File: config.mk
export PLATFORM = sky130hd
export DESIGN_NAME = rdm_dac_in_flat
export DESIGN_NICKNAME = d
export VERILOG_FILES = /design/src/rtl/rdm_pkg.sv /design/src/rtl/rdm_link_if.sv /design/src/rtl/rdm_eye_lock.sv /design/src/rtl/rdm_dac_in.sv /design/src/flat_wrapper.sv
export SDC_FILE = /design/constraint.sdc
export NUM_CORES = 1
export LEC_CHECK = 0
export BUFFER_PORTS_ARGS = -buffer_cell sky130_fd_sc_hd__clkbuf_2
export CORE_MARGIN = 2
export CORE_UTILIZATION = 42
export CTS_CLUSTER_SIZE = 40
export DETAILED_ROUTE_END_ITERATION = 16
export GPL_ROUTABILITY_DRIVEN = 1
export HOLD_SLACK_MARGIN = 0.02
export SYNTH_ARGS = -nofsm -noshare
export SYNTH_HDL_FRONTEND = slang
export SYNTH_HIERARCHICAL = 1
export SYNTH_SLANG_ARGS = --single-unit
File: constraint.sdc
create_clock -name CLK -period 4 [get_ports CLK]
set_input_delay 0 -clock CLK [delete_from_list [all_inputs] [get_ports CLK]]
set_output_delay 0 -clock CLK [all_outputs]
set_load 0.02 [all_outputs]
File: src/rtl/rdm_pkg.sv
// Purpose: Shared constants and helpers for the multiplexed sample link.
// Assumes: Both ends are built with the same package.
// Notes: Scrambling is self-inverse, so one function serves both ends.
package rdm_pkg;
    localparam int SAMPLE_W = 14;
    localparam int LANES = 4;
    localparam int CONV_RATE_MSPS = 2300;
    localparam int PORT_RATE_2TO1_MWPS = 1150;
    localparam int PORT_RATE_4TO1_MWPS = 575;
    localparam int DIV_HALF_DEF = 8;
    localparam int EYE_CW_DEF = 8;
    // Register map of the source controller (byte addresses).
    localparam logic [3:0] REG_CTRL = 4'h0;
    localparam logic [3:0] REG_STAT = 4'h4;
    localparam logic [3:0] REG_MASK = 4'h8;
    localparam logic [3:0] REG_SETS = 4'hc;
    localparam int CTRL_RUN = 0;
    localparam int CTRL_MUX4 = 1;
    localparam int CTRL_DDR = 2;
    localparam int CTRL_XOR = 3;
    localparam int CTRL_BADPAR = 4;
    localparam int CTRL_W = 5;
    localparam int EV_PARERR = 0;
    localparam int EV_UNDER = 1;
    localparam int EV_W = 2;
    localparam logic [CTRL_W-1:0] CTRL_RST = 5'h00;
    localparam logic [EV_W-1:0] MASK_RST = 2'h0;

    typedef logic [SAMPLE_W-1:0] rdm_word_t;

    // Even parity over a word as it travels on the wire.
    function automatic logic rdm_parity(input rdm_word_t w);
        return ^w;
    endfunction

    // Upper bits are XORed with the LSB; applying it twice restores data.
    function automatic rdm_word_t rdm_scramble(input rdm_word_t w);
        return w ^ {{(SAMPLE_W-1){w[0]}}, 1'b0};
    endfunction

    function automatic logic [2:0] rdm_lanes(input logic mux4);
        return mux4 ? 3'h4 : 3'h2;
    endfunction
endpackage

File: src/rtl/rdm_link_if.sv
// Purpose: Pin bundle between the sample source and the converter input.
// Assumes: Source drives clock, lanes and parity; converter drives error.
// Notes: Unused lanes in 2:1 mode are driven to zero.
`timescale 1ns/1ps
interface rdm_link_if;
    import rdm_pkg::*;
    logic port_data_clk;
    rdm_word_t lane_data [LANES];
    logic [LANES-1:0] lane_par;
    logic par_err;

    modport src
    (
        output port_data_clk,
        output lane_data,
        output lane_par,
        input par_err
    );
    modport dac
    (
        input port_data_clk,
        input lane_data,
        input lane_par,
        output par_err
    );
endinterface

File: src/rtl/rdm_eye_lock.sv
// Purpose: Places a capture strobe in the middle of each data window.
// Assumes: edge_in marks launch edges of the port clock, one cycle each.
// Notes: Lock needs two equal edge spacings in a row.
`timescale 1ns/1ps
module rdm_eye_lock
#(
    parameter int CW = rdm_pkg::EYE_CW_DEF
)
(
    input wire logic clk,
    input wire logic reset,
    input wire logic edge_in,
    output logic capture,
    output logic locked
);
    import rdm_pkg::*;

    initial
    begin
        if (CW < 4) $error("rdm_eye_lock: CW must be at least 4");
    end

    logic [CW-1:0] cnt_r;
    logic [CW-1:0] per_r;
    logic locked_r;

    // The counter saturates so a stopped clock never wraps into a capture.
    always_ff @(posedge clk)
    begin
        if (reset)
            cnt_r <= '0;
        else if (edge_in)
            cnt_r <= '0;
        else if (cnt_r != '1)
            cnt_r <= cnt_r + 1'b1;
    end

    always_ff @(posedge clk)
    begin
        if (reset)
        begin
            per_r <= '0;
            locked_r <= 1'b0;
        end
        else if (edge_in)
        begin
            per_r <= cnt_r;
            locked_r <= (cnt_r == per_r) && (cnt_r != '1) && (cnt_r > 1);
        end
    end

    assign capture = locked_r && !edge_in && (cnt_r == (per_r >> 1));
    assign locked = locked_r;
endmodule

File: src/rtl/rdm_dac_in.sv
// Purpose: Converter-side input: rebuilds the full-rate sample stream.
// Assumes: Mode inputs are static and match the source configuration.
// Notes: Latency from launch edge to capture is fixed by the eye position; the code follows at the next converter edge.
`timescale 1ns/1ps
module rdm_dac_in
#(
    parameter int EYE_CW = rdm_pkg::EYE_CW_DEF
)
(
    input wire logic CLK,
    input wire logic RESET,
    rdm_link_if.dac LNK,
    input wire logic MUX4_SEL,
    input wire logic DDR_SEL,
    input wire logic PAR_EN,
    input wire logic XOR_EN,
    input wire logic CONV_CLK_POS,
    input wire logic CONV_CLK_NEG,
    output rdm_pkg::rdm_word_t DAC_CODE,
    output logic DAC_UPDATE,
    output logic PAR_ERR,
    output logic LOCKED
);
    import rdm_pkg::*;

    initial
    begin
        if (LANES != 4) $error("rdm_dac_in: four lanes required");
    end

    ////////////////////////////////////////////////////////////////////////
    // Pin synchronisers. Clock and data share the same two-stage delay, so
    // their relative timing is kept intact.
    logic [1:0] port_data_clk_s;
    logic port_data_clk_d;
    rdm_word_t lane_s1 [LANES];
    rdm_word_t lane_s2 [LANES];
    logic [LANES-1:0] par_s1;
    logic [LANES-1:0] par_s2;
    logic [1:0] cpos_s;
    logic [1:0] cneg_s;
    logic conv_hi_d;

    always_ff @(posedge CLK)
    begin
        if (RESET)
        begin
            port_data_clk_s <= 2'h0;
            port_data_clk_d <= 1'b0;
            par_s1 <= '0;
            par_s2 <= '0;
            for (int i = 0; i < LANES; i++)
            begin
                lane_s1[i] <= '0;
                lane_s2[i] <= '0;
            end
        end
        else
        begin
            port_data_clk_s <= {port_data_clk_s[0], LNK.port_data_clk};
            port_data_clk_d <= port_data_clk_s[1];
            par_s1 <= LNK.lane_par;
            par_s2 <= par_s1;
            for (int i = 0; i < LANES; i++)
            begin
                lane_s1[i] <= LNK.lane_data[i];
                lane_s2[i] <= lane_s1[i];
            end
        end
    end

    always_ff @(posedge CLK)
    begin
        if (RESET)
        begin
            cpos_s <= 2'h0;
            cneg_s <= 2'h0;
            conv_hi_d <= 1'b0;
        end
        else
        begin
            cpos_s <= {cpos_s[0], CONV_CLK_POS};
            cneg_s <= {cneg_s[0], CONV_CLK_NEG};
            conv_hi_d <= cpos_s[1] && !cneg_s[1];
        end
    end

    ////////////////////////////////////////////////////////////////////////
    // Launch edge detection and eye centring.
    logic launch;
    logic capture;

    // In DDR every transition launches a set; in SDR only rising ones.
    assign launch = DDR_SEL ? (port_data_clk_s[1] ^ port_data_clk_d)
                            : (port_data_clk_s[1] && !port_data_clk_d);

    rdm_eye_lock #(.CW(EYE_CW)) u_eye
    (
        .clk(CLK),
        .reset(RESET),
        .edge_in(launch),
        .capture(capture),
        .locked(LOCKED)
    );

    ////////////////////////////////////////////////////////////////////////
    // Parity check on raw words, then optional descrambling.
    logic [2:0] n_lanes;
    logic bad_par;
    rdm_word_t word_c [LANES];

    assign n_lanes = rdm_lanes(MUX4_SEL);

    always_comb
    begin
        bad_par = 1'b0;
        for (int i = 0; i < LANES; i++)
        begin
            // Parity is judged on the wire form, before descrambling.
            if (i < int'(n_lanes)
                && rdm_parity(lane_s2[i]) != par_s2[i])
                bad_par = 1'b1;
            word_c[i] = XOR_EN ? rdm_scramble(lane_s2[i])
                               : lane_s2[i];
        end
    end

    // The flag is a level: it shows the verdict of the latest set.
    logic par_err_r;

    always_ff @(posedge CLK)
    begin
        if (RESET)
            par_err_r <= 1'b0;
        else if (capture)
            par_err_r <= PAR_EN && bad_par;
    end

    assign LNK.par_err = par_err_r;
    assign PAR_ERR = par_err_r;

    ////////////////////////////////////////////////////////////////////////
    // Set holding and round-robin playout.
    rdm_word_t set_r [LANES];
    logic [2:0] idx_r;
    logic conv_rise;

    assign conv_rise = cpos_s[1] && !cneg_s[1] && !conv_hi_d;

    always_ff @(posedge CLK)
    begin
        if (RESET)
        begin
            for (int i = 0; i < LANES; i++)
                set_r[i] <= '0;
        end
        else if (capture)
        begin
            for (int i = 0; i < LANES; i++)
                set_r[i] <= word_c[i];
        end
    end

    // A new set restarts playout at lane zero. A converter edge that
    // coincides with the capture plays the new lane zero at once; otherwise
    // lane zero waits for the next converter edge, so the distance varies.
    always_ff @(posedge CLK)
    begin
        if (RESET)
            idx_r <= n_lanes;
        else if (capture)
            idx_r <= conv_rise ? 3'h1 : 3'h0;
        else if (conv_rise && idx_r < n_lanes)
            idx_r <= idx_r + 3'h1;
    end

    always_ff @(posedge CLK)
    begin
        if (RESET)
        begin
            DAC_CODE <= '0;
            DAC_UPDATE <= 1'b0;
        end
        else if (conv_rise && capture)
        begin
            DAC_CODE <= word_c[0];
            DAC_UPDATE <= 1'b1;
        end
        else if (conv_rise && idx_r < n_lanes)
        begin
            DAC_CODE <= set_r[idx_r[1:0]];
            DAC_UPDATE <= 1'b1;
        end
        else
            DAC_UPDATE <= 1'b0;
    end
endmodule

File: src/flat_wrapper.sv
// flat-port wrapper written by rule: the top's interface ports become plain ports
module rdm_dac_in_flat import rdm_pkg::*;
#(
    parameter int EYE_CW = rdm_pkg::EYE_CW_DEF
)
  (CLK, RESET, MUX4_SEL, DDR_SEL, PAR_EN, XOR_EN, CONV_CLK_POS, CONV_CLK_NEG, DAC_CODE, DAC_UPDATE, PAR_ERR, LOCKED, LNK_port_data_clk, LNK_lane_data, LNK_lane_par, LNK_par_err);
  rdm_link_if LNK_i ();
  input wire logic CLK;
  input wire logic RESET;
  input wire logic MUX4_SEL;
  input wire logic DDR_SEL;
  input wire logic PAR_EN;
  input wire logic XOR_EN;
  input wire logic CONV_CLK_POS;
  input wire logic CONV_CLK_NEG;
  output rdm_pkg::rdm_word_t DAC_CODE;
  output logic DAC_UPDATE;
  output logic PAR_ERR;
  output logic LOCKED;
  input wire logic [$bits(LNK_i.port_data_clk)-1:0] LNK_port_data_clk;
  input wire logic [$bits(LNK_i.lane_data)-1:0] LNK_lane_data;
  input wire logic [$bits(LNK_i.lane_par)-1:0] LNK_lane_par;
  output wire logic [$bits(LNK_i.par_err)-1:0] LNK_par_err;
  assign LNK_i.port_data_clk = LNK_port_data_clk;
  assign LNK_i.lane_data = {>>{LNK_lane_data}};
  assign LNK_i.lane_par = LNK_lane_par;
  assign LNK_par_err = LNK_i.par_err;
  rdm_dac_in #(.EYE_CW(EYE_CW)) u_core (.CLK(CLK), .RESET(RESET), .LNK(LNK_i), .MUX4_SEL(MUX4_SEL), .DDR_SEL(DDR_SEL), .PAR_EN(PAR_EN), .XOR_EN(XOR_EN), .CONV_CLK_POS(CONV_CLK_POS), .CONV_CLK_NEG(CONV_CLK_NEG), .DAC_CODE(DAC_CODE), .DAC_UPDATE(DAC_UPDATE), .PAR_ERR(PAR_ERR), .LOCKED(LOCKED));
endmodule
==> impl_metrics.yaml <==
status:
  status: "finished clean"
flow_run:
  max_cap_violations: 0
detailed_routing:
  viasPerCell: 4.68
  ant_nets: 0
  first_iter_violations: 303
  totalWireLength_mm: 17.0
  avgRoutedWirePerCell_um: 14.7
  firstDrtPassIters: 4
  num_vias: 5391
  post-route-drc-count: 0
clocking:
  h-tree-depth: 1
  cts.sinks: 222
  cts_tree: "done"
  clk_latency_ps: 500
  cts_root_buf: "clkbuf_16"
  cts_buffers: 23
  cts_buffer_depth: 3
  post_cts_buffers: 0
  clk_pin_slew_ps: 60
sta:
  fin_crit_ps: 3360
  drv_slew: 0
  finalSetupViolCount: 0
  final_hold_viol_count: 0
  rsz0062_at_grt: "false"
  tns_ps: 0
  relSlewSlack_pct: 29.0
  clock.fmax_mhz: 298
  fin_skew_ps: 8.87
  period_share_pct: 84.0
  tightest_slew_ps: 1060
cells_and_area:
  stdcell_area_mm2: 0.0108
  nets: 943
  utilization_pct: 53.2
  drive_gt1_share_pct: 17.6
  area.growth.synth_to_final_pct: 23.3
  mostFrequentLayoutCells: "163 x dfxtp_1, 128 x nor2b_1, 86 x clkbuf_2"
  n_antenna_cell: 0
  finalNonFillerCells: 1151
  layout_commonest_cell: "dfxtp_1"
grt:
  antenna_found_initial: 0
  grt-ovfl-total: 0
  track_usage_pct: 15.9
  grt_pass1_vias: 5401
  grt_max_degree: 100
  grt_pass1_wl_mm: 28.0
pwr:
  sequentialPowerShare_pct: 51.0
  p_clk_share_pct: 39.7
  internal_power_mw: 3.79
  switching_share_pct: 21.9
  combPwrFrac_pct: 9.3
  switchingPower_mw: 1.06
  total_power_mw: 4.86
  ir_drop_uv: 268
  power_density_mw_per_mm2: 448
  power.leakage_nw: 4.31
logic_synthesis:
  ys_seq_area_share_pct: 57.3
  synth_simple_gate_area_share_pct: 16.3
  synth_cells: 721
  synthMuxAreaShare_pct: 5.09
  synth.area.top_cells: "dfxtp_1 37%, edfxtp_1 20%, nor2b_1 9.1%"
  synth_xor_area_share_pct: 13.4
  synth_compound_area_share_pct: 4.03
  synth_nets: 796
  netlist_area_mm2: 0.00879
  synth_cell_type_count: 49
  syn_area_per_cell_um2: 12.2
  synth_top_area_share_pct: 37.1
  synth_seq_cells: 222
  synthAdderAreaFrac_pct: 0.854
  synth_top_family_by_area: "simple AND/OR/NAND/NOR gates"
  synth_largest_area_cell: "dfxtp_1"
  synth_warnings: 6
die:
  initial_utilization_pct: 43.2
  die-area_mm2: 0.0221
  rows: 52
  ios: 87
  fp.coreArea_mm2: 0.0204
  die_h_um: 149
  die_w_um: 149
critical_path:
  slowest_delay_ps: 590
  critPathKind: "reg -> reg"
  r2r_slack_ps: 640
  path_buf_inv: 4
  cp.required_ps: 4440
  cp_cell_sequence: "inv_1 -> ha_1 -> mux2i_1 -> buf_4 -> or4_1 -> nor4_4 -> buf_4 -> nor2b_1 -> o2111ai_1 -> dlygate4sd3_1 -> nand3_1"
  crit_family: "simple AND/OR/NAND/NOR gates"
  timing.rr.end: "u_core/LNK.par_err$_SDFFE_PP0P_"
  path_max_fanout: 28
  end_kind: "flop"
  r2r_cells: 11
  crit_arrival_ps: 3800
  reg2reg_from: "u_core/port_data_clk_d$_SDFF_PP0_"
  slowest_stage: "dlygate4sd3_1"
  critPathLaunchType: "flop"
  crit_top_cell: "buf_4"
place:
  dpl-instance-area_mm2: 0.00940
  dp_hpwl_mm: 11.7
  port_buffers: 86
  place.gp.congestion: 0.833
  dp.cells: 1037
hold_path:
  hold_path_depth: 5
  hp-start: "DDR_SEL"
  hp-class: "in -> reg"
  whs_endpoint: "u_core/u_eye/per_r[0]$_SDFFE_PP0P_"
-- metal layers --
layer	routed length, µm	vias up	GRT usage (%)	share of wire (%)
met5	0	-	0	0
met3	1050	34	3.31	6.2
met1	7480	2520	21.1	44
met2	7850	147	25.6	46
met4	592	0	6.24	3.5
li1	-	2690	-	-
-- cell usage after synthesis, drive strengths merged --
cell	count
dfxtp	163
nor2b	128
nor2	75
xor2	70
edfxtp	59
xnor2	34
clkbuf	26
buf	19
and2	18
mux4	14
a221oi	13
a311oi	13
nand2	12
xnor3	12
mux2i	11
inv	10
ha	6
nand3	4
o21ai	4
nor4	3
o211ai	3
or4	3
a21oi	2
mux2	2
nand4	2
nor3	2
o2111ai	2
o22ai	2
a211oi	1
and2b	1
and3	1
nor3b	1
o21a	1
o32ai	1
or2	1
or2b	1
or3b	1
-- power groups by stage --
stage                     logic [mW]  clock network, mW  registers, mW
after floorplan                0.305                  0           2.49
after global placement         0.391                  0           2.52
after detailed placement       0.394                  0           2.53
after CTS                      0.454               1.99           2.48
after global routing           0.492               2.08           2.49
final                          0.452               1.93           2.48
-- worst register-to-register path, delay by kind of cell, from the launching register on --
kind                     cells  cell delay (ps)
buffers and inverters        4             1170
adder cells (fa/ha/maj)      1              260
AO/OA/AOI/OAI                1              180
flip-flops                   1              310
multiplexers                 1               60
AND/OR/NAND/NOR              4             1340
-- final cells by class --
cell class	instances	area (µm²)
flip-flops and latches	222	5030
repair buffers	167	1260
well taps	270	338
clock buffers	33	654
fillers	1770	9520
inverters	10	37.5
multi-input cells	444	3500
clock inverters	5	25.0
-- registers in the layout, indices dropped and copies added (netlist names), named ones only --
signal / count
u_core/lane_s1: 56
u_core/lane_s2: 56
u_core/set_r: 56
u_core/DAC_CODE: 14
u_core/u_eye/cnt_r: 8
u_core/u_eye/per_r: 8
u_core/par_s1: 4
u_core/par_s2: 4
u_core/idx_r: 3
u_core/cneg_s: 2
u_core/cpos_s: 2
u_core/port_data_clk_s: 2
u_core/DAC_UPDATE: 1
u_core/LNK.par_err: 1
u_core/conv_hi_d: 1
u_core/port_data_clk_d: 1
u_core/u_eye/locked: 1
-- timing repair --
action	4_1_cts	5_1_grt
hold buffers	76	0
gates resized for setup	0	0
hold endpoints to repair	71	0
-- worst max path at each step --
stage | startpoint | to | slack [ps] | depth (start not counted)
floorplan | u_core/port_data_clk_d$_SDFF_PP0_ | flop | 700 | 9
global placement | u_core/port_data_clk_d$_SDFF_PP0_ | u_core/set_r[1][13]$_SDFFCE_PN0P_ | 1160 | 9
detailed placement | u_core/port_data_clk_d$_SDFF_PP0_ | u_core/set_r[1][12]$_SDFFCE_PN0P_ | 1080 | 9
CTS | u_core/port_data_clk_d$_SDFF_PP0_ | u_core/LNK.par_err$_SDFFE_PP0P_ | 700 | 11
global route | u_core/port_data_clk_d$_SDFF_PP0_ | u_core/LNK.par_err$_SDFFE_PP0P_ | 470 | 11
finish | u_core/port_data_clk_d$_SDFF_PP0_ | u_core/LNK.par_err$_SDFFE_PP0P_ | 640 | 11
-- per-stage QoR --
step,setup WS [ps],hold slack [ps]
2_1_floorplan,703,128
3_3_place_gp,1160,208
3_5_place_dp,1080,212
4_1_cts,701,58.4
5_1_grt,466,92.5
6_report,641,77.4
-- cell families (layout without fill, tap and decap cells) --
family,after synthesis,in the layout
buffers and inverters,55,215
and+or+nand+nor,253,253
DFF,222,222
adders and majority gates,6,6
xor gates and xnor gates,116,116
muxes,27,27
AOI/OAI and AO/OA,42,42
No activity file was read; power rests on OpenSTA's default activity.
